<file path="src/msw_pkg.sv">
// What this block does
// - Mode codes select normal, sleep, stop, soft reset
// - Third regulator enable bit switches it on
// - Second regulator field selects its on-modes
// - Overvoltage always flags; restart only if enabled
// - Threshold code 00 highest, higher codes lower
// - Stop to sleep command is refused
// - Restart rewrites mode field to normal
// - Restart or overtemperature turns second regulator off
// - Write returns the previously programmed value
// - Voltage bit selects main or fixed voltage
// - Mask bit decides reset pin during soft reset
// - Activation bit drives failure outputs by software
// - Clearing activation bit keeps failure-driven outputs
// - Restart clears activation bit, releases failure outputs
// - Undervoltage disables third regulator unless kept on
// - Load-sharing bit selects stand-alone or shared operation
// - Stop-mode share bit gates load sharing in stop
// - Config bit picks first or second watchdog failure
// - Soft reset keeps voltage and load-sharing bits
// - Watchdog control byte must have even parity
// - Stop disable bit turns watchdog off in stop
// - Window select and bus-wake watchdog start
// - Command is 16 bits: address, mode, data
// - Access bit set writes, clear only reads
// - Reserved bits read as zero
package msw_pkg;
  localparam logic [6:0] ADDR_MODE_SUPPLY = 7'h01;
  localparam logic [6:0] ADDR_HW_SUPPLY = 7'h02;
  localparam logic [6:0] ADDR_WATCHDOG = 7'h03;
  localparam logic [7:0] RST_MODE_SUPPLY = 8'h00;
  localparam logic [7:0] RST_HW_SUPPLY = 8'h00;
  localparam logic [7:0] RST_WATCHDOG = 8'h14;
  // Bits kept over a soft reset, and over a restart
  localparam logic [7:0] SRST_KEEP_HW = 8'h88;
  localparam logic [7:0] RESTART_KEEP_MS = 8'h23;
  localparam logic [7:0] RESTART_KEEP_HW = 8'hD9;
  localparam logic [7:0] RESTART_KEEP_WD = 8'hB0;
  localparam logic [7:0] RESTART_VAL_WD = 8'h04;
  localparam logic [7:0] RSV_MASK_HW = 8'hFB;
  localparam logic [7:0] RSV_MASK_WD = 8'hF7;
  localparam int MODE_MSB = 7;
  localparam int MODE_LSB = 6;
  localparam int AUX_EN_BIT = 5;
  localparam int SEC_MSB = 4;
  localparam int SEC_LSB = 3;
  localparam int OV_RST_BIT = 2;
  localparam int AUX_VSEL_BIT = 7;
  localparam int SRST_MASK_BIT = 6;
  localparam int FO_SW_BIT = 5;
  localparam int AUX_UVKEEP_BIT = 4;
  localparam int AUX_LS_BIT = 3;
  localparam int AUX_LS_STOP_BIT = 1;
  localparam int CFG_BIT = 0;
  localparam int WD_STOP_BIT = 6;
  localparam int WATCHDOG_WINDOW_SELECT_BIT = 5;
  localparam int WD_BUSWK_BIT = 4;
  localparam int CMD_WR_BIT = 7;
  localparam int CMD_DATA_LSB = 8;
  localparam int CLK_PERIOD_NS = 25;
  localparam int SRST_TIME_NS = 2000;
  localparam int SRST_CYCLES = (SRST_TIME_NS + CLK_PERIOD_NS - 1) / CLK_PERIOD_NS;
  typedef enum logic [1:0] {MODE_NORMAL, MODE_SLEEP, MODE_STOP, MODE_SOFT_RST} msw_mode_t;
  typedef enum logic [1:0] {SEC_OFF, SEC_NORMAL, SEC_NORMAL_STOP, SEC_ALWAYS} msw_sec_t;
endpackage

</file>
<file path="src/msw_cmd_if.sv">
`timescale 1ns/1ps
`default_nettype none
interface msw_cmd_if;
  logic valid;
  logic write;
  logic [6:0] addr;
  logic [7:0] wdata;
  modport source (output valid, output write, output addr, output wdata);
  modport sink (input valid, input write, input addr, input wdata);
endinterface
`default_nettype wire

</file>
<file path="src/msw_cmd_decode.sv">
`timescale 1ns/1ps
`default_nettype none
module msw_cmd_decode
  import msw_pkg::*;
(
  // Command word
  input wire logic cmd_valid,
  input wire logic [15:0] cmd_word,
  // Decoded command
  msw_cmd_if.source cmd
);
  assign cmd.valid = cmd_valid;
  assign cmd.addr = cmd_word[6:0];
  assign cmd.write = cmd_word[CMD_WR_BIT];
  assign cmd.wdata = cmd_word[CMD_DATA_LSB +: 8];
endmodule
`default_nettype wire

</file>
<file path="src/msw_parity_chk.sv">
`timescale 1ns/1ps
`default_nettype none
module msw_parity_chk
#(
  parameter int WIDTH = 8
)
(
  // Byte under test
  input wire logic [WIDTH-1:0] data,
  // Result
  output logic even_ok
);
  if (WIDTH < 1)
  begin : g_chk
    $error("parity width must be positive");
  end
  assign even_ok = ~(^data);
endmodule
`default_nettype wire

</file>
<file path="src/msw_ctrl_regs.sv">
`timescale 1ns/1ps
`default_nettype none
module msw_ctrl_regs
  import msw_pkg::*;
#(
  parameter int SRST_LEN = SRST_CYCLES
)
(
  // Clock and reset
  input wire logic mclk,
  input wire logic sys_rst,
  // Command port, one 16-bit frame per valid cycle
  input wire logic cmd_valid,
  input wire logic [15:0] cmd_word,
  output logic rsp_valid,
  output logic [7:0] rsp_data,
  output logic cmd_refused,
  // Chip events
  input wire logic restart_enter,
  input wire logic overtemp_event,
  input wire logic main_overvolt_event,
  input wire logic supply_undervoltage,
  input wire logic failure_active,
  input wire logic fail_safe_mode,
  input wire logic high_power_mode,
  // Mode and reset
  output logic [1:0] operating_mode,
  output logic soft_reset_active,
  output logic reset_output_pin_low,
  // Regulators
  output logic aux_reg_enable,
  output logic aux_reg_on,
  output logic aux_voltage_select,
  output logic aux_load_share_active,
  output logic second_reg_on,
  output logic [1:0] main_reset_threshold,
  output logic main_overvolt_flag,
  output logic main_overvolt_restart_req,
  // Failure outputs and watchdog setup
  output logic failure_outputs,
  output logic restart_cfg_select,
  output logic watchdog_stop_disable_lo,
  output logic watchdog_window_select,
  output logic watchdog_bus_wake_start,
  output logic [2:0] watchdog_period_select,
  output logic watchdog_parity_error
);
  if (SRST_LEN < 1)
  begin : g_len_chk
    $error("soft reset length must be at least one cycle");
  end

  localparam int CW = $clog2(SRST_LEN + 1);
  localparam logic [CW-1:0] SRST_LAST = CW'(SRST_LEN - 1);

  function automatic logic hit(input logic [6:0] a, input logic [6:0] target);
    return a == target;
  endfunction

  msw_cmd_if cmd ();

  msw_cmd_decode u_dec (
    .cmd_valid(cmd_valid),
    .cmd_word(cmd_word),
    .cmd(cmd)
  );

  logic [7:0] ms_q;
  logic [7:0] hw_q;
  logic [7:0] wd_q;
  logic srst_busy_q;
  logic [CW-1:0] srst_cnt_q;
  logic rsp_valid_q;
  logic [7:0] rsp_data_q;
  logic refused_q;
  logic ov_flag_q;
  logic ov_req_q;
  logic par_err_q;
  logic wd_even;

  msw_parity_chk #(.WIDTH(8)) u_par (
    .data(cmd.wdata),
    .even_ok(wd_even)
  );

  logic wr;
  logic stop_to_sleep;
  logic wr_ms;
  logic wr_hw;
  logic wr_wd;
  logic srst_start;
  logic srst_done;
  logic in_stop;

  assign wr = cmd.valid & cmd.write & ~srst_busy_q;
  // Stop may leave towards normal or soft reset, not sleep; sleep is reached from normal or sleep only
  assign stop_to_sleep = ms_q[MODE_MSB:MODE_LSB] == MODE_STOP
    && cmd.wdata[MODE_MSB:MODE_LSB] == MODE_SLEEP;
  assign wr_ms = wr & hit(cmd.addr, ADDR_MODE_SUPPLY) & ~stop_to_sleep;
  assign wr_hw = wr & hit(cmd.addr, ADDR_HW_SUPPLY);
  assign wr_wd = wr & hit(cmd.addr, ADDR_WATCHDOG);
  assign srst_start = wr_ms && cmd.wdata[MODE_MSB:MODE_LSB] == MODE_SOFT_RST;
  assign srst_done = srst_busy_q && srst_cnt_q == SRST_LAST;
  assign in_stop = ms_q[MODE_MSB:MODE_LSB] == MODE_STOP;

  // Soft reset sequencer
  // Writes are refused while it runs, so a second soft reset cannot restart the count
  always_ff @(posedge mclk or posedge sys_rst)
  begin
    if (sys_rst)
    begin
      srst_busy_q <= 1'b0;
      srst_cnt_q <= '0;
    end
    else if (srst_start)
    begin
      srst_busy_q <= 1'b1;
      srst_cnt_q <= '0;
    end
    else if (srst_done)
    begin
      srst_busy_q <= 1'b0;
      srst_cnt_q <= '0;
    end
    else if (srst_busy_q)
    begin
      srst_cnt_q <= srst_cnt_q + CW'(1);
    end
  end

  // Mode and supply register; hardware changes win over a same-cycle write
  always_ff @(posedge mclk or posedge sys_rst)
  begin
    if (sys_rst)
    begin
      ms_q <= RST_MODE_SUPPLY;
    end
    else if (srst_done)
    begin
      ms_q <= RST_MODE_SUPPLY;
    end
    else
    begin
      if (wr_ms)
      begin
        ms_q <= cmd.wdata;
      end
      if (restart_enter)
      begin
        // Mode back to normal, second regulator and overvoltage restart off
        ms_q <= (wr_ms ? cmd.wdata : ms_q) & RESTART_KEEP_MS;
      end
      else if (overtemp_event)
      begin
        ms_q[SEC_MSB:SEC_LSB] <= SEC_OFF;
        if (wr_ms)
        begin
          ms_q[7:5] <= cmd.wdata[7:5];
          ms_q[2:0] <= cmd.wdata[2:0];
        end
      end
    end
  end

  // Hardware supply configuration
  always_ff @(posedge mclk or posedge sys_rst)
  begin
    if (sys_rst)
    begin
      hw_q <= RST_HW_SUPPLY;
    end
    else if (srst_done)
    begin
      hw_q <= hw_q & SRST_KEEP_HW;
    end
    else if (restart_enter)
    begin
      // Clears the software failure activation among others
      hw_q <= (wr_hw ? (cmd.wdata & RSV_MASK_HW) : hw_q) & RESTART_KEEP_HW;
    end
    else if (wr_hw)
    begin
      hw_q <= cmd.wdata & RSV_MASK_HW;
    end
  end

  // Watchdog control; stored even with bad parity so the watchdog can react
  always_ff @(posedge mclk or posedge sys_rst)
  begin
    if (sys_rst)
    begin
      wd_q <= RST_WATCHDOG;
    end
    else if (srst_done)
    begin
      wd_q <= RST_WATCHDOG;
    end
    else if (restart_enter)
    begin
      wd_q <= ((wr_wd ? (cmd.wdata & RSV_MASK_WD) : wd_q) & RESTART_KEEP_WD)
        | RESTART_VAL_WD;
    end
    else if (wr_wd)
    begin
      wd_q <= cmd.wdata & RSV_MASK_WD;
    end
  end

  always_ff @(posedge mclk or posedge sys_rst)
  begin
    if (sys_rst)
    begin
      par_err_q <= 1'b0;
    end
    else
    begin
      par_err_q <= wr_wd & ~wd_even;
    end
  end

  // Every command is answered, reads and refused writes alike
  always_ff @(posedge mclk or posedge sys_rst)
  begin
    if (sys_rst)
    begin
      rsp_valid_q <= 1'b0;
    end
    else
    begin
      rsp_valid_q <= cmd.valid;
    end
  end

  // Answer always shows the content before this command's write
  always_ff @(posedge mclk or posedge sys_rst)
  begin
    if (sys_rst)
    begin
      rsp_data_q <= 8'h00;
    end
    else
    begin
      if (cmd.valid)
      begin
        if (hit(cmd.addr, ADDR_MODE_SUPPLY))
        begin
          rsp_data_q <= ms_q;
        end
        else if (hit(cmd.addr, ADDR_HW_SUPPLY))
        begin
          rsp_data_q <= hw_q & RSV_MASK_HW;
        end
        else if (hit(cmd.addr, ADDR_WATCHDOG))
        begin
          rsp_data_q <= wd_q & RSV_MASK_WD;
        end
        else
        begin
          rsp_data_q <= 8'h00;
        end
      end
    end
  end

  always_ff @(posedge mclk or posedge sys_rst)
  begin
    if (sys_rst)
    begin
      refused_q <= 1'b0;
    end
    else
    begin
      refused_q <= cmd.valid & cmd.write & (srst_busy_q
        | (hit(cmd.addr, ADDR_MODE_SUPPLY) & stop_to_sleep));
    end
  end

  // Overvoltage: flag always, restart request only when enabled
  always_ff @(posedge mclk or posedge sys_rst)
  begin
    if (sys_rst)
    begin
      ov_flag_q <= 1'b0;
    end
    else
    begin
      ov_flag_q <= main_overvolt_event;
    end
  end

  // Request uses the enable as it stood before any same-cycle write
  always_ff @(posedge mclk or posedge sys_rst)
  begin
    if (sys_rst)
    begin
      ov_req_q <= 1'b0;
    end
    else
    begin
      ov_req_q <= main_overvolt_event & ms_q[OV_RST_BIT];
    end
  end

  assign rsp_valid = rsp_valid_q;
  assign rsp_data = rsp_data_q;
  assign cmd_refused = refused_q;
  assign main_overvolt_flag = ov_flag_q;
  assign main_overvolt_restart_req = ov_req_q;
  assign watchdog_parity_error = par_err_q;

  assign operating_mode = ms_q[MODE_MSB:MODE_LSB];
  assign soft_reset_active = srst_busy_q;
  assign reset_output_pin_low = srst_busy_q & ~hw_q[SRST_MASK_BIT];
  assign main_reset_threshold = ms_q[1:0];

  // Third regulator
  assign aux_reg_enable = ms_q[AUX_EN_BIT];
  assign aux_reg_on = ms_q[AUX_EN_BIT]
    & ~(supply_undervoltage & ~hw_q[AUX_UVKEEP_BIT]);
  assign aux_voltage_select = hw_q[AUX_VSEL_BIT];
  // Sharing is dropped in stop and high power unless allowed there
  assign aux_load_share_active = hw_q[AUX_LS_BIT]
    & (~(in_stop | high_power_mode) | hw_q[AUX_LS_STOP_BIT]);

  // Second regulator
  always_comb
  begin
    unique case (msw_sec_t'(ms_q[SEC_MSB:SEC_LSB]))
      SEC_OFF: second_reg_on = 1'b0;
      SEC_NORMAL: second_reg_on = operating_mode == MODE_NORMAL;
      SEC_NORMAL_STOP: second_reg_on = operating_mode == MODE_NORMAL || in_stop;
      SEC_ALWAYS: second_reg_on = ~fail_safe_mode;
    endcase
  end

  // Failure-driven activation holds until the failure status is cleared
  assign failure_outputs = hw_q[FO_SW_BIT] | failure_active;
  assign restart_cfg_select = hw_q[CFG_BIT];

  assign watchdog_stop_disable_lo = wd_q[WD_STOP_BIT];
  assign watchdog_window_select = wd_q[WATCHDOG_WINDOW_SELECT_BIT];
  assign watchdog_bus_wake_start = wd_q[WD_BUSWK_BIT];
  assign watchdog_period_select = wd_q[2:0];
endmodule
`default_nettype wire

</file>
<file path="config.mk">
export PLATFORM = sky130hd
export DESIGN_NAME = msw_ctrl_regs
export DESIGN_NICKNAME = d
export VERILOG_FILES = /design/src/msw_pkg.sv /design/src/msw_cmd_if.sv /design/src/msw_cmd_decode.sv /design/src/msw_parity_chk.sv /design/src/msw_ctrl_regs.sv
export SDC_FILE = /design/constraint.sdc
export NUM_CORES = 1
export LEC_CHECK = 0
export ABC_AREA = 1
export BUFFER_PORTS_ARGS = -buffer_cell sky130_fd_sc_hd__buf_2
export CAP_MARGIN = 10
export CORE_UTILIZATION = 45
export DETAILED_ROUTE_END_ITERATION = 16
export GPL_ROUTABILITY_DRIVEN = 0
export MAX_ROUTING_LAYER = met4
export PLACE_DENSITY = 0.74
export SYNTH_ARGS = -nofsm -noshare
export SYNTH_HDL_FRONTEND = slang
export SYNTH_SLANG_ARGS = --single-unit
</file>
<file path="constraint.sdc">
create_clock -name mclk -period 1.94 [get_ports mclk]
set_input_delay 0.485 -clock mclk [delete_from_list [all_inputs] [get_ports mclk]]
set_output_delay 0.485 -clock mclk [all_outputs]
set_load 0.02 [all_outputs]
</file>
# Word-level counts from Yosys, hierarchy flattened
# Index checks and enable logic that the tools add are counted.
[op_classes] add_sub_neg=1 n_eq_ne=10 mux=21 bitwise=25 n_reduce_logical=12
[op_table] operator="two-way mux 8 bit" count=10
[op_table] operator="two-way mux 7 bit" count=5
[op_table] operator="bitwise AND 1 bit" count=14
[op_table] operator="== test 7 x 2 -> 1 bit, second input constant" count=2
[op_table] operator="nonzero test 3 bit" count=3
[op_table] operator="== test 2 bit, second input constant" count=4
[op_table] operator="XOR reduction 8 bit" count=1
[op_table] operator="adder 7 x 1 -> 7 bit, second input constant" count=1
[op_table] operator="== test 7 x 1 -> 1 bit, second input constant" count=1
[op_table] operator="== test 7 bit, second input constant" count=1
[op_table] operator="inverter 1 bit" count=7
[op_table] operator="two-way mux 3 bit" count=2
[op_table] operator="two-way mux 6 bit" count=1
[op_table] operator="== test 2 x 1 -> 1 bit, second input constant" count=2
[op_table] operator="zero test 2 bit" count=2
[op_table] operator="OR 1 bit" count=4
[op_table] operator="case mux 1 bit (4 select lines)" count=1
[op_table] operator="nonzero test 4 bit" count=1
[op_table] operator="logical AND 1 bit" count=3
[op_table] operator="two-way mux 1 bit" count=2
[op_table] operator="nonzero test 2 bit" count=1
[op_table] operator="logical OR 1 bit" count=1
[totals] reg_bits=45 in_bits=26 output_inout_bits=32 wordCells=84

# Longest topological paths before layout
# Gate-level depths: netlist of the first run.
[logic_depth] ltp_word=9 mapped_depth=9 ltp_nobuf=9

# Hierarchy
# From an unflattened synthesis of the first run, not the netlist that was laid out.
[hier_totals] cells_unflattened=350 hier_area_um2=2625.0
[modules_own_cells] module="msw_ctrl_regs" n_inst=1 cells_each=296 area_each_um2=2352.3 seq_area_each_um2=1078.5
[modules_own_cells] module="msw_parity_chk" n_inst=1 cells_each=37 area_each_um2=145.1 seq_area_each_um2=0.0
[modules_own_cells] module="msw_cmd_decode" n_inst=1 cells_each=17 area_each_um2=127.6 seq_area_each_um2=0.0

# Least setup slack after synthesis of the first run
# No wires, ideal clock.
[synth_path] path_kind="register to output" from="register srst_busy_q, in the netlist soft_reset_active" to="output port reset_output_pin_low" arrival_time_ns=1.155 required_ns=1.455 setup_slack_ns=0.300 stages_incl_launch_ff=4 path_buffers=1 cell_sequence="dfrtp_1 -> inv_1 -> buf_2 -> nor2_1"
[synth_between] elab_chain_len=1
[synth_lines] element="start, declared" line="msw_ctrl_regs.sv:71" source="logic srst_busy_q;"
[synth_lines] element="start signal, assigned" line="msw_ctrl_regs.sv:112" source="srst_busy_q <= 1'b0;"
[synth_lines] element="start signal, assigned" line="msw_ctrl_regs.sv:117" source="srst_busy_q <= 1'b1;"
[synth_lines] element="start signal, assigned" line="msw_ctrl_regs.sv:122" source="srst_busy_q <= 1'b0;"
[synth_lines] element="bitwise AND 1 bit" line="msw_ctrl_regs.sv:313" source="assign reset_output_pin_low = srst_busy_q & ~hw_q[SRST_MASK_BIT];"
[synth_lines] element="end, declared" line="msw_ctrl_regs.sv:29" source="output logic reset_output_pin_low,"
# Every way passes these cells.

# Worst setup path in the final report of the first run
[layout_path] from="register ms_q[7]" to="output port second_reg_on"
[layout_between] elab_chain_len=3 elab_cells_between_ends=4 cone_classes="eq/ne: 1; mux: 1; reduce/logical: 2"
[layout_lines] element="start, declared" line="msw_ctrl_regs.sv:68" source="logic [7:0] ms_q;"
[layout_lines] element="start signal, assigned" line="msw_ctrl_regs.sv:146" source="ms_q <= cmd.wdata;"
[layout_lines] element="start signal, assigned" line="msw_ctrl_regs.sv:151" source="ms_q <= (wr_ms ? cmd.wdata : ms_q) & RESTART_KEEP_MS;"
[layout_lines] element="start signal, assigned" line="msw_ctrl_regs.sv:158" source="ms_q[7:5] <= cmd.wdata[7:5];"
[layout_lines] element="== test 2 bit / zero test 2 bit (equally long branches)" line="msw_ctrl_regs.sv:104, msw_ctrl_regs.sv:330, msw_ctrl_regs.sv:331"
[layout_lines] element="logical OR 1 bit" line="msw_ctrl_regs.sv:331" source="SEC_NORMAL_STOP: second_reg_on = operating_mode == MODE_NORMAL || in_stop;"
[layout_lines] element="case mux 1 bit (4 select lines) (*)" line="msw_ctrl_regs.sv:328" source="unique case (msw_sec_t'(ms_q[SEC_MSB:SEC_LSB]))"
[layout_lines] element="end, declared" line="msw_ctrl_regs.sv:35" source="output logic second_reg_on,"
# Every way passes the cells marked *; elsewhere a longest branch is shown, timed or not.

==> results of run 1 <==
[final timing paths]
check | startpoint | end | cells past startpoint
max in group asynchronous | sys_rst | wd_q[2] | 3
min reg2reg | rsp_data[3] | rsp_data[3] | 2
min | main_overvolt_event | main_overvolt_flag | 1
max reg2reg | srst_cnt_q[0] | ms_q[0] | 7
min in group asynchronous | sys_rst | srst_cnt_q[0] | 3
max | ms_q[7] | second_reg_on | 4
[power groups by stage]
stage	Sequential [mW]	Clock [mW]	Combinational, mW
global route	0.902	0.606	0.189
global placement	0.919	0	0.166
floorplan	0.925	0	0.0985
detailed placement	0.919	0	0.169
CTS	0.901	0.562	0.170
finish	0.901	0.542	0.168
[area by class of cell]
type / instances / area share (%)
Multi-Input combinational cell: 234 / 41.8
Clock buffer: 7 / 2.61
Timing Repair Buffer: 60 / 10.5
Inverter: 40 / 5.13
Clock inverter: 1 / 0.171
Sequential cell: 43 / 36.8
Tap cell: 70 / 2.99
[sequential cells by signal, summed over array words and instances (netlist names), named ones only]
name	cells
ms_q	8
rsp_data	8
srst_cnt_q	7
wd_q	7
hw_q	6
cmd_refused	1
main_overvolt_flag	1
main_overvolt_restart_req	1
rsp_valid	1
soft_reset_active	1
watchdog_parity_error	1
[cells by family after synthesis]
group | share of synthesized area, %
compound gates | 4.99
xor+xnor | 1.38
fa+ha+maj | 1.48
buf+inv | 9.19
flops | 42.6
simple gates | 40.4
[stage by stage]
stage / area [µm²] / hold WS [ns] / util, % / instances
2_1_floorplan: 2530 / 0.443 / - / 329
3_3_place_gp: 2850 / 0.458 / 54.0 / 447
3_5_place_dp: 2850 / 0.462 / 54.0 / 447
4_1_cts: 2930 / 0.307 / 55.6 / 455
5_1_grt: 2930 / 0.296 / 55.6 / 455
6_report: 2930 / 0.312 / 55.6 / 455
[worst register-to-register path: stages (launching register included)]
cell,delay [ns]
dfrtp_1,0.43
ha_1,0.23
nand3_2,0.13
inv_1,0.12
nand3_1,0.22
buf_4,0.25
nand2_1,0.09
a21oi_1,0.07
[metal layers]
layer / part of all wire [%] / wire (µm) / vias to the layer above / track usage [%]
met3: 6.0 / 344 / 8 / 3.93
met1: 46 / 2670 / 1013 / 29.0
met4: 1.1 / 65 / 0 / 5.66
li1: - / - / 1139 / -
met5: 0 / 0 / - / -
met2: 47 / 2700 / 73 / 35.2
[cell usage after synthesis, types with 2 or more instances]
cell	count	area [µm²]
nor2_1	28	105
inv_1	33	124
a21oi_1	8	40.0
nor2_4	5	56.3
xor2_1	2	17.5
buf_2	3	15.0
nand3b_1	2	15.0
inv_2	7	26.3
nand3_2	3	30.0
o21ai_0	4	20.0
xnor2_1	2	17.5
dfstp_2	2	52.6
nand2_1	96	360
nand3_1	46	230
nor2_2	3	18.8
buf_4	9	67.6
o21ai_1	4	20.0
nand2_2	9	56.3
o211ai_1	2	15.0
nand2_4	3	33.8
nand4_1	3	18.8
nor2_8	4	80.1
dfrtp_1	41	1030
ha_1	3	37.5
==> flow_summary.ini, run 1 <==
[synthesis]
yosysWarnings = 0
synth_edf_count = 0
syn-num-nets = 358
syn_inst = 329
synth_area_um2 = 2530
synth_ff_type = dfrtp_1
synth_seq_cells = 43
synth-async-reset-ratio_pct = 100
ys_seq_area_share_pct = 42.6
syn_avg_cell_area_um2 = 7.70
yosysUniqueCellTypes = 31

[cts]
clk_pin_slew_ns = 0.08
clock_sinks = 43
cts_buffer_depth = 2
post_cts_resized = 0
numCtsBuffers = 5
htree_num_levels = 2
cts_tree = yes
cts_root_buf = clkbuf_8
clk_latency_ns = 0.29
cts_hold_buf = 0
postCtsSetupBuffers = 0

[cells_and_area]
ff_latch_area_um2 = 1080
nNetsFinal = 413
final_cell_mix = 96 x nand2_1, 57 x buf_2, 46 x nand3_1
nFillCells = 541
multiInputGateArea_um2 = 1220
drive_above_1_share_pct = 27.0
diodes = 0
layout_commonest_cell = nand2_1
area_delta_synth_final_pct = 15.6

[pwr]
clock_power_share_pct = 33.7
total_power_mw = 1.61
pwr-share-seq_pct = 55.9
switchingPower_mw = 0.403
power_switching_share_pct = 25.0
p_int_mw = 1.21
share_comb_of_total_power_pct = 10.4
leakage_nw = 1.71
power_density_nw_per_um2 = 550
peakVddDrop_mv = 0.234

[setup_path]
r2r_setup_slack_ns = 0.31
crit_buf_inv = 2
cpLargestDelayFamily = flip-flops
slowest_stage = dfrtp_1
path_cells = inv_1 > nand2_1 > o31ai_1 > buf_2
required_ns = 1.45
crit_type = flip-flop to output port
crit_fanout = 5
critical_path.max_stage_delay_ns = 0.44
worst_setup_path_start_kind = flip-flop
crit_arrival_ns = 1.27
endpoint_kind = output port

[global_routing]
grt-ovfl-total = 0
grt_max_degree = 44
grt_pass1_wl_mm = 9.98
grtUsageTotal_pct = 22.0
first_global_vias = 2133
antenna_found_initial = 0

[floorplan]
core_area_um2 = 5270
die_area_um2 = 5930
pin_count = 58
start_util_pct = 48.1
row_count = 26
die_w_um = 77.0
dieHeight_um = 77.0

[flow_run]
maxCapViolCount = 0

[routing]
wl_mm = 5.77
routed_via_density = 4.91
num_vias = 2233
route.detailed.wl_per_inst_um = 12.7
drc = 0
ant_nets = 0
first_pass_iters = 4
drtIter0Drc = 109

[sta]
layout_setup_ws_ns = 0.181
tns_ns = 0
rsz0062_at_grt = no
finalHoldViolCount = 0
finalSetupViolCount = 0
slew_headroom_pct = 63.8
post-route-min-period_ns = 1.76
fin_crit_sh_pct = 90.7
tightest_slew_ns = 0.543
drv_slew = 0
fin_skew_ns = 0.00990
max_freq_mhz = 568

[placement]
port_buffers = 57
hpwlAfterDp_mm = 4.48
place_ws_ns = 0.290

[hold_path]
worstHoldPathType = input port to flip-flop

[status]
status = finished, final reports clean
No activity file was read; power rests on OpenSTA's default activity.
==> run 2, diff against run 1 <==
--- a/config.mk
+++ b/config.mk
@@ -16,3 +16,4 @@
 export SYNTH_ARGS = -nofsm -noshare
 export SYNTH_HDL_FRONTEND = slang
+export SYNTH_HIERARCHICAL = 1
 export SYNTH_SLANG_ARGS = --single-unit
==> constraint.sdc (replaced) <==
create_clock -name mclk -period 1.94 [get_ports mclk]
set_input_delay 0.485 -clock mclk [delete_from_list [all_inputs] [get_ports mclk]]
set_output_delay 0.485 -clock mclk [all_outputs]
set_load 0.05 [all_outputs]
==> run 2 against run 1 <==
Effect of this change:
- first-iteration DRC count is 28% higher
- worst hold slack worse by 0.014 ns
- clock-buffer cell count is 1 lower
- via count is 2.0% higher
- clock power is 32% higher
- flip-flop and latch count stayed put
- synthesized cell count is 6.4% higher
- total power is 12% higher
==> flow_summary.ini, run 2 <==
[cells_and_area]
area_delta_synth_final_pct = 11.9
drive_above_1_share_pct = 26.0
nNetsFinal = 415
nFillCells = 559
ff_latch_area_um2 = 1080
final_area_um2 = 2940
final_cell_mix = 106 x nand2_1, 56 x buf_2, 40 x dfrtp_1
diodes = 0
multiInputGateArea_um2 = 1170
layout_commonest_cell = nand2_1
instances_no_fill = 461
fin_util_pct = 52.7

[setup_path]
critical_path.max_stage_delay_ns = 0.41
required_ns = 1.45
worst_setup_path_start_kind = flip-flop
r2r_end = srst_cnt_q[4]
crit_type = flip-flop to output port
crit_fanout = 4
ff2ff_path_depth = 8
cpMostUsedCell = nor2_1
crit_arrival_ns = 1.38
slowest_stage = dfrtp_1
cpLargestDelayFamily = flip-flops
endpoint_kind = output port
r2r_setup_slack_ns = 0.32
crit_buf_inv = 2
r2r-start = srst_cnt_q[0]
path_cells = inv_1 > nor2_1 > nor2_1 > nor2_1 > nor2_1 > clkbuf_4

[routing]
route.detailed.wl_per_inst_um = 12.6
drc = 0
drtIter0Drc = 140
wl_mm = 5.82
routed_via_density = 4.94
num_vias = 2277
ant_nets = 0
first_pass_iters = 4

[global_routing]
antenna_found_initial = 0
grtUsageTotal_pct = 21.0
grt_pass1_wl_mm = 9.60
grt_max_degree = 44
grt-ovfl-total = 0
first_global_vias = 2058

[floorplan]
dieHeight_um = 78.4
core_area_um2 = 5570
die_area_um2 = 6140
pin_count = 58
die_w_um = 78.4
start_util_pct = 47.1
row_count = 27

[synthesis]
yosys.area.top_type = dfrtp_1
yosysMostFrequentCell = nand2_1
syn-num-nets = 377
synth_seq_cells = 43
synth_area_um2 = 2630
yosys.area.top_type_share_pct = 39.1
yosysWarnings = 6
yosysUniqueCellTypes = 31
synthTopCellsByArea = dfrtp_1 39%, nand2_1 15%, buf_4 7.4%, nand3_1 7.1%, inv_1 5.6%
synth-async-reset-ratio_pct = 100
ys_seq_area_share_pct = 41.1
syn_avg_cell_area_um2 = 7.50
synth_ff_type = dfrtp_1
synth_edf_count = 0
synthTopCellsByCount = 106 x nand2_1, 41 x dfrtp_1, 39 x inv_1
syn_inst = 350

[pwr]
share_comb_of_total_power_pct = 10.4
peakVddDrop_mv = 0.259
switchingPower_mw = 0.435
power_density_nw_per_um2 = 616
p_int_mw = 1.37
pwr-share-seq_pct = 50.0
clock_power_share_pct = 39.6
leakage_nw = 1.68
power_switching_share_pct = 24.1
total_power_mw = 1.81

[cts]
cts_hold_buf = 0
htree_num_levels = 2
clock_sinks = 43
numCtsBuffers = 5
cts_root_buf = clkbuf_8
cts_tree = yes
cts_buffer_depth = 2
postCtsSetupBuffers = 0
clk_pin_slew_ns = 0.08
clk_latency_ns = 0.30
post_cts_resized = 0

[placement]
hpwlAfterDp_mm = 4.42
dpl_cell_area_um2 = 2820
dp.cells = 453
port_buffers = 57

[status]
status = finished, final reports clean

[sta]
fin_skew_ns = 0.00508
finalSetupViolCount = 0
max_freq_mhz = 535
drv_slew = 0
fin_crit_sh_pct = 96.3
slew_headroom_pct = 65.1
tns_ns = 0
post-route-min-period_ns = 1.87
finalHoldViolCount = 0
tightest_slew_ns = 0.523

[flow_run]
maxCapViolCount = 0

[hold_path]
worstHoldPathType = input port to asynchronous set/reset pin
-- run 2: changes by cell type in the layout (fill, tap and decap cells not counted), moves of 3 or more --
| cell | before | now |
|---|---|---|
| o21ai_0 | 4 | 7 |
| a21boi_1 | 0 | 3 |
| nand3_4 | 0 | 3 |
| nand2_2 | 9 | 5 |
| a21oi_1 | 8 | 5 |
| nor2_1 | 28 | 35 |
| nand2_1 | 96 | 106 |
| nand3_1 | 46 | 37 |
| inv_1 | 33 | 39 |
-- run 2: routing by layer --
| layer | vias to the layer above | share of wire (%) | global-route usage, % | routed length [µm] |
|---|---|---|---|---|
| li1 | 1153 | - | - | - |
| met1 | 1024 | 46 | 28.5 | 2690 |
| met2 | 92 | 46 | 32.5 | 2650 |
| met3 | 8 | 6.8 | 3.37 | 398 |
| met4 | 0 | 1.3 | 6.11 | 76 |
| met5 | - | 0 | - | 0 |
-- run 2: how the worst max path moves through the flow --
stage | startpoint | to | depth (start not counted) | slack, ns
floorplan | soft_reset_active | reset_output_pin_low | 3 | 0.12
global placement | cmd_word[5] | wd_q[5] | 9 | 0.28
detailed placement | cmd_word[5] | wd_q[5] | 9 | 0.27
CTS | ms_q[7] | aux_load_share_active | 6 | 0.03
global route | ms_q[7] | aux_load_share_active | 6 | -0.0006
finish | ms_q[7] | aux_load_share_active | 6 | 0.07
-- run 2: tightest hold or removal path, cell delays in order --
cell   delay, ns
buf_2       0.09
inv_1       0.04
buf_4       0.43
-- run 2: stage by stage --
stage / hold WS [ns] / setup slack [ns]
final: 0.298 / 0.0712
after global routing: 0.300 / -0.000609
after CTS: 0.304 / 0.0340
after detailed placement: 0.460 / 0.273
after global placement: 0.458 / 0.283
after floorplan: 0.443 / 0.119
-- run 2: cells by family after synthesis --
group / synth area share (%)
buffers and inverters: 14.6
DFF: 41.1
xor gates and xnor gates: 1.00
and+or+nand+nor: 37.3
adders and majority gates: 0.477
AOI/OAI and AO/OA: 5.53
-- run 2: power groups by stage --
| stage | logic [mW] | clock network, mW | registers (mW) |
|---|---|---|---|
| final | 0.188 | 0.716 | 0.905 |
| after global routing | 0.210 | 0.772 | 0.906 |
| after CTS | 0.189 | 0.723 | 0.905 |
| after detailed placement | 0.188 | 0 | 0.923 |
| after global placement | 0.186 | 0 | 0.923 |
| after floorplan | 0.129 | 0 | 0.949 |
-- run 2: final cells by class --
| cell class | count | share of cell area (%) |
|---|---|---|
| clock buffers | 6 | 2.81 |
| flip-flops and latches | 43 | 36.8 |
| well taps | 72 | 3.07 |
| clock inverters | 2 | 1.19 |
| inverters | 45 | 5.75 |
| repair buffers | 60 | 10.6 |
| multi-input cells | 233 | 39.8 |
==> run 3, diff against run 2 <==
Clock period 1.94 ns to 1.8 ns, I/O delays scaled along.
==> run 3 against run 2 <==
Effect of this change:
- core utilization rose by 0.25 points
- register-to-register slack got worse by 0.10 ns
- worst hold slack got worse by 0.11 ns
- sequential share of layout area fell by 0.17 points
- largest cell class unchanged
==> flow_summary.ini, run 3 (same netlist as run 2, synthesis figures left out) <==
[status]
status = finished, final reports clean

[cells_and_area]
final_area_um2 = 2950
nNetsFinal = 417
final_cell_mix = 106 x nand2_1, 55 x buf_2, 40 x dfrtp_1
drive_above_1_share_pct = 26.9
fin_util_pct = 52.9
nFillCells = 537
instances_no_fill = 463
layout_commonest_cell = nand2_1
diodes = 0
area_delta_synth_final_pct = 12.4

[setup_path]
required_ns = 1.35
worst_setup_path_start_kind = flip-flop
crit_fanout = 2
crit_type = flip-flop to output port
endpoint_kind = output port
crit_arrival_ns = 1.30
ff2ff_path_depth = 8

[cts]
cts_tree = yes
cts_hold_buf = 0
clk_pin_slew_ns = 0.09
numCtsBuffers = 5
htree_num_levels = 2
clock_sinks = 43
cts_root_buf = clkbuf_8
cts_buffer_depth = 2
clk_latency_ns = 0.31

[global_routing]
grt-ovfl-total = 0
grt_pass1_wl_mm = 9.69
first_global_vias = 2083
antenna_found_initial = 0
grt_max_degree = 44
grtUsageTotal_pct = 21.1

[sta]
finalSetupViolCount = 0
slew_headroom_pct = 73.1
drv_slew = 0
tightest_slew_ns = 0.401
max_freq_mhz = 572
rsz0062_at_grt = yes
fin_skew_ns = 0.0134
whs_ns = 0.191
fin_crit_sh_pct = 97.1
finalHoldViolCount = 0
post-route-min-period_ns = 1.75

[routing]
first_pass_iters = 4
ant_nets = 0
routed_via_density = 4.81
wl_mm = 5.72
drc = 0
drtIter0Drc = 126
route.detailed.wl_per_inst_um = 12.3
num_vias = 2226

[floorplan]
row_count = 27
die_w_um = 78.4
dieHeight_um = 78.4
die_area_um2 = 6140
core_area_um2 = 5570
pin_count = 58
start_util_pct = 47.1

[placement]
dp.cells = 453
hpwlAfterDp_mm = 4.36
port_buffers = 57
dpl_cell_area_um2 = 2830

[pwr]
peakVddDrop_mv = 0.341
power_density_nw_per_um2 = 622
total_power_mw = 1.83
leakage_nw = 1.68

[flow_run]
maxCapViolCount = 0

[hold_path]
worstHoldPathType = input port to asynchronous set/reset pin
## run 3: area by class of cell
| type | instances | area (µm²) | area share, % |
|---|---|---|---|
| Sequential cell | 43 | 1080 | 36.6 |
| Inverter | 45 | 169 | 5.73 |
| Multi-Input combinational cell | 233 | 1170 | 39.7 |
| Clock buffer | 5 | 68.8 | 2.33 |
| Clock inverter | 3 | 26.3 | 0.891 |
| Timing Repair Buffer | 62 | 344 | 11.7 |
| Tap cell | 72 | 90.1 | 3.05 |
## run 3: repair_timing
action | in CTS | in global routing
pin swaps | 0 | 2
endpoints found under the setup margin | 1 | 2
setup buffers | 1 | 1
resized for setup | 2 | 3
## run 3: worst paths after layout
path	startpoint	to	slack, ns
max	ms_q[7]	aux_load_share_active	0.05
min	sys_rst	srst_cnt_q[0]	0.19
max reg2reg	srst_cnt_q[0]	srst_cnt_q[5]	0.22
min reg2reg	rsp_data[4]	rsp_data[4]	0.48
max in group asynchronous	sys_rst	wd_q[4]	1.35
min in group mclk	main_overvolt_event	main_overvolt_flag	0.27
## run 3: critical path, stage by stage (launching register included)
cell and delay (ns):
dfrtp_1 0.40, inv_2 0.07, nor2_2 0.04, nor2_1 0.11
nor2_1 0.05, nor2_1 0.15, buf_6 0.18
## run 3: per-stage QoR
stage	setup WS [ns]	TNS (ns)
floorplan	0.0135	0
global placement	0.187	0
detailed placement	0.168	0
CTS	0.0160	0
global route	-0.0142	-0.0142
finish	0.0516	0
## run 3: power breakdown
| group | switching, mW | total [mW] | internal (mW) |
|---|---|---|---|
| sequential | 0.00263 | 0.975 | 0.973 |
| combinational | 0.146 | 0.208 | 0.0624 |
| clock | 0.363 | 0.651 | 0.288 |
| total | 0.511 | 1.83 | 1.32 |
## run 3: routing by layer
metal	wire [µm]	global-route usage, %	vias to the layer above
met4	53	6.30	0
met2	2570	31.8	69
li1	-	-	1147
met5	0	-	-
met3	270	3.60	4
met1	2820	29.1	1006
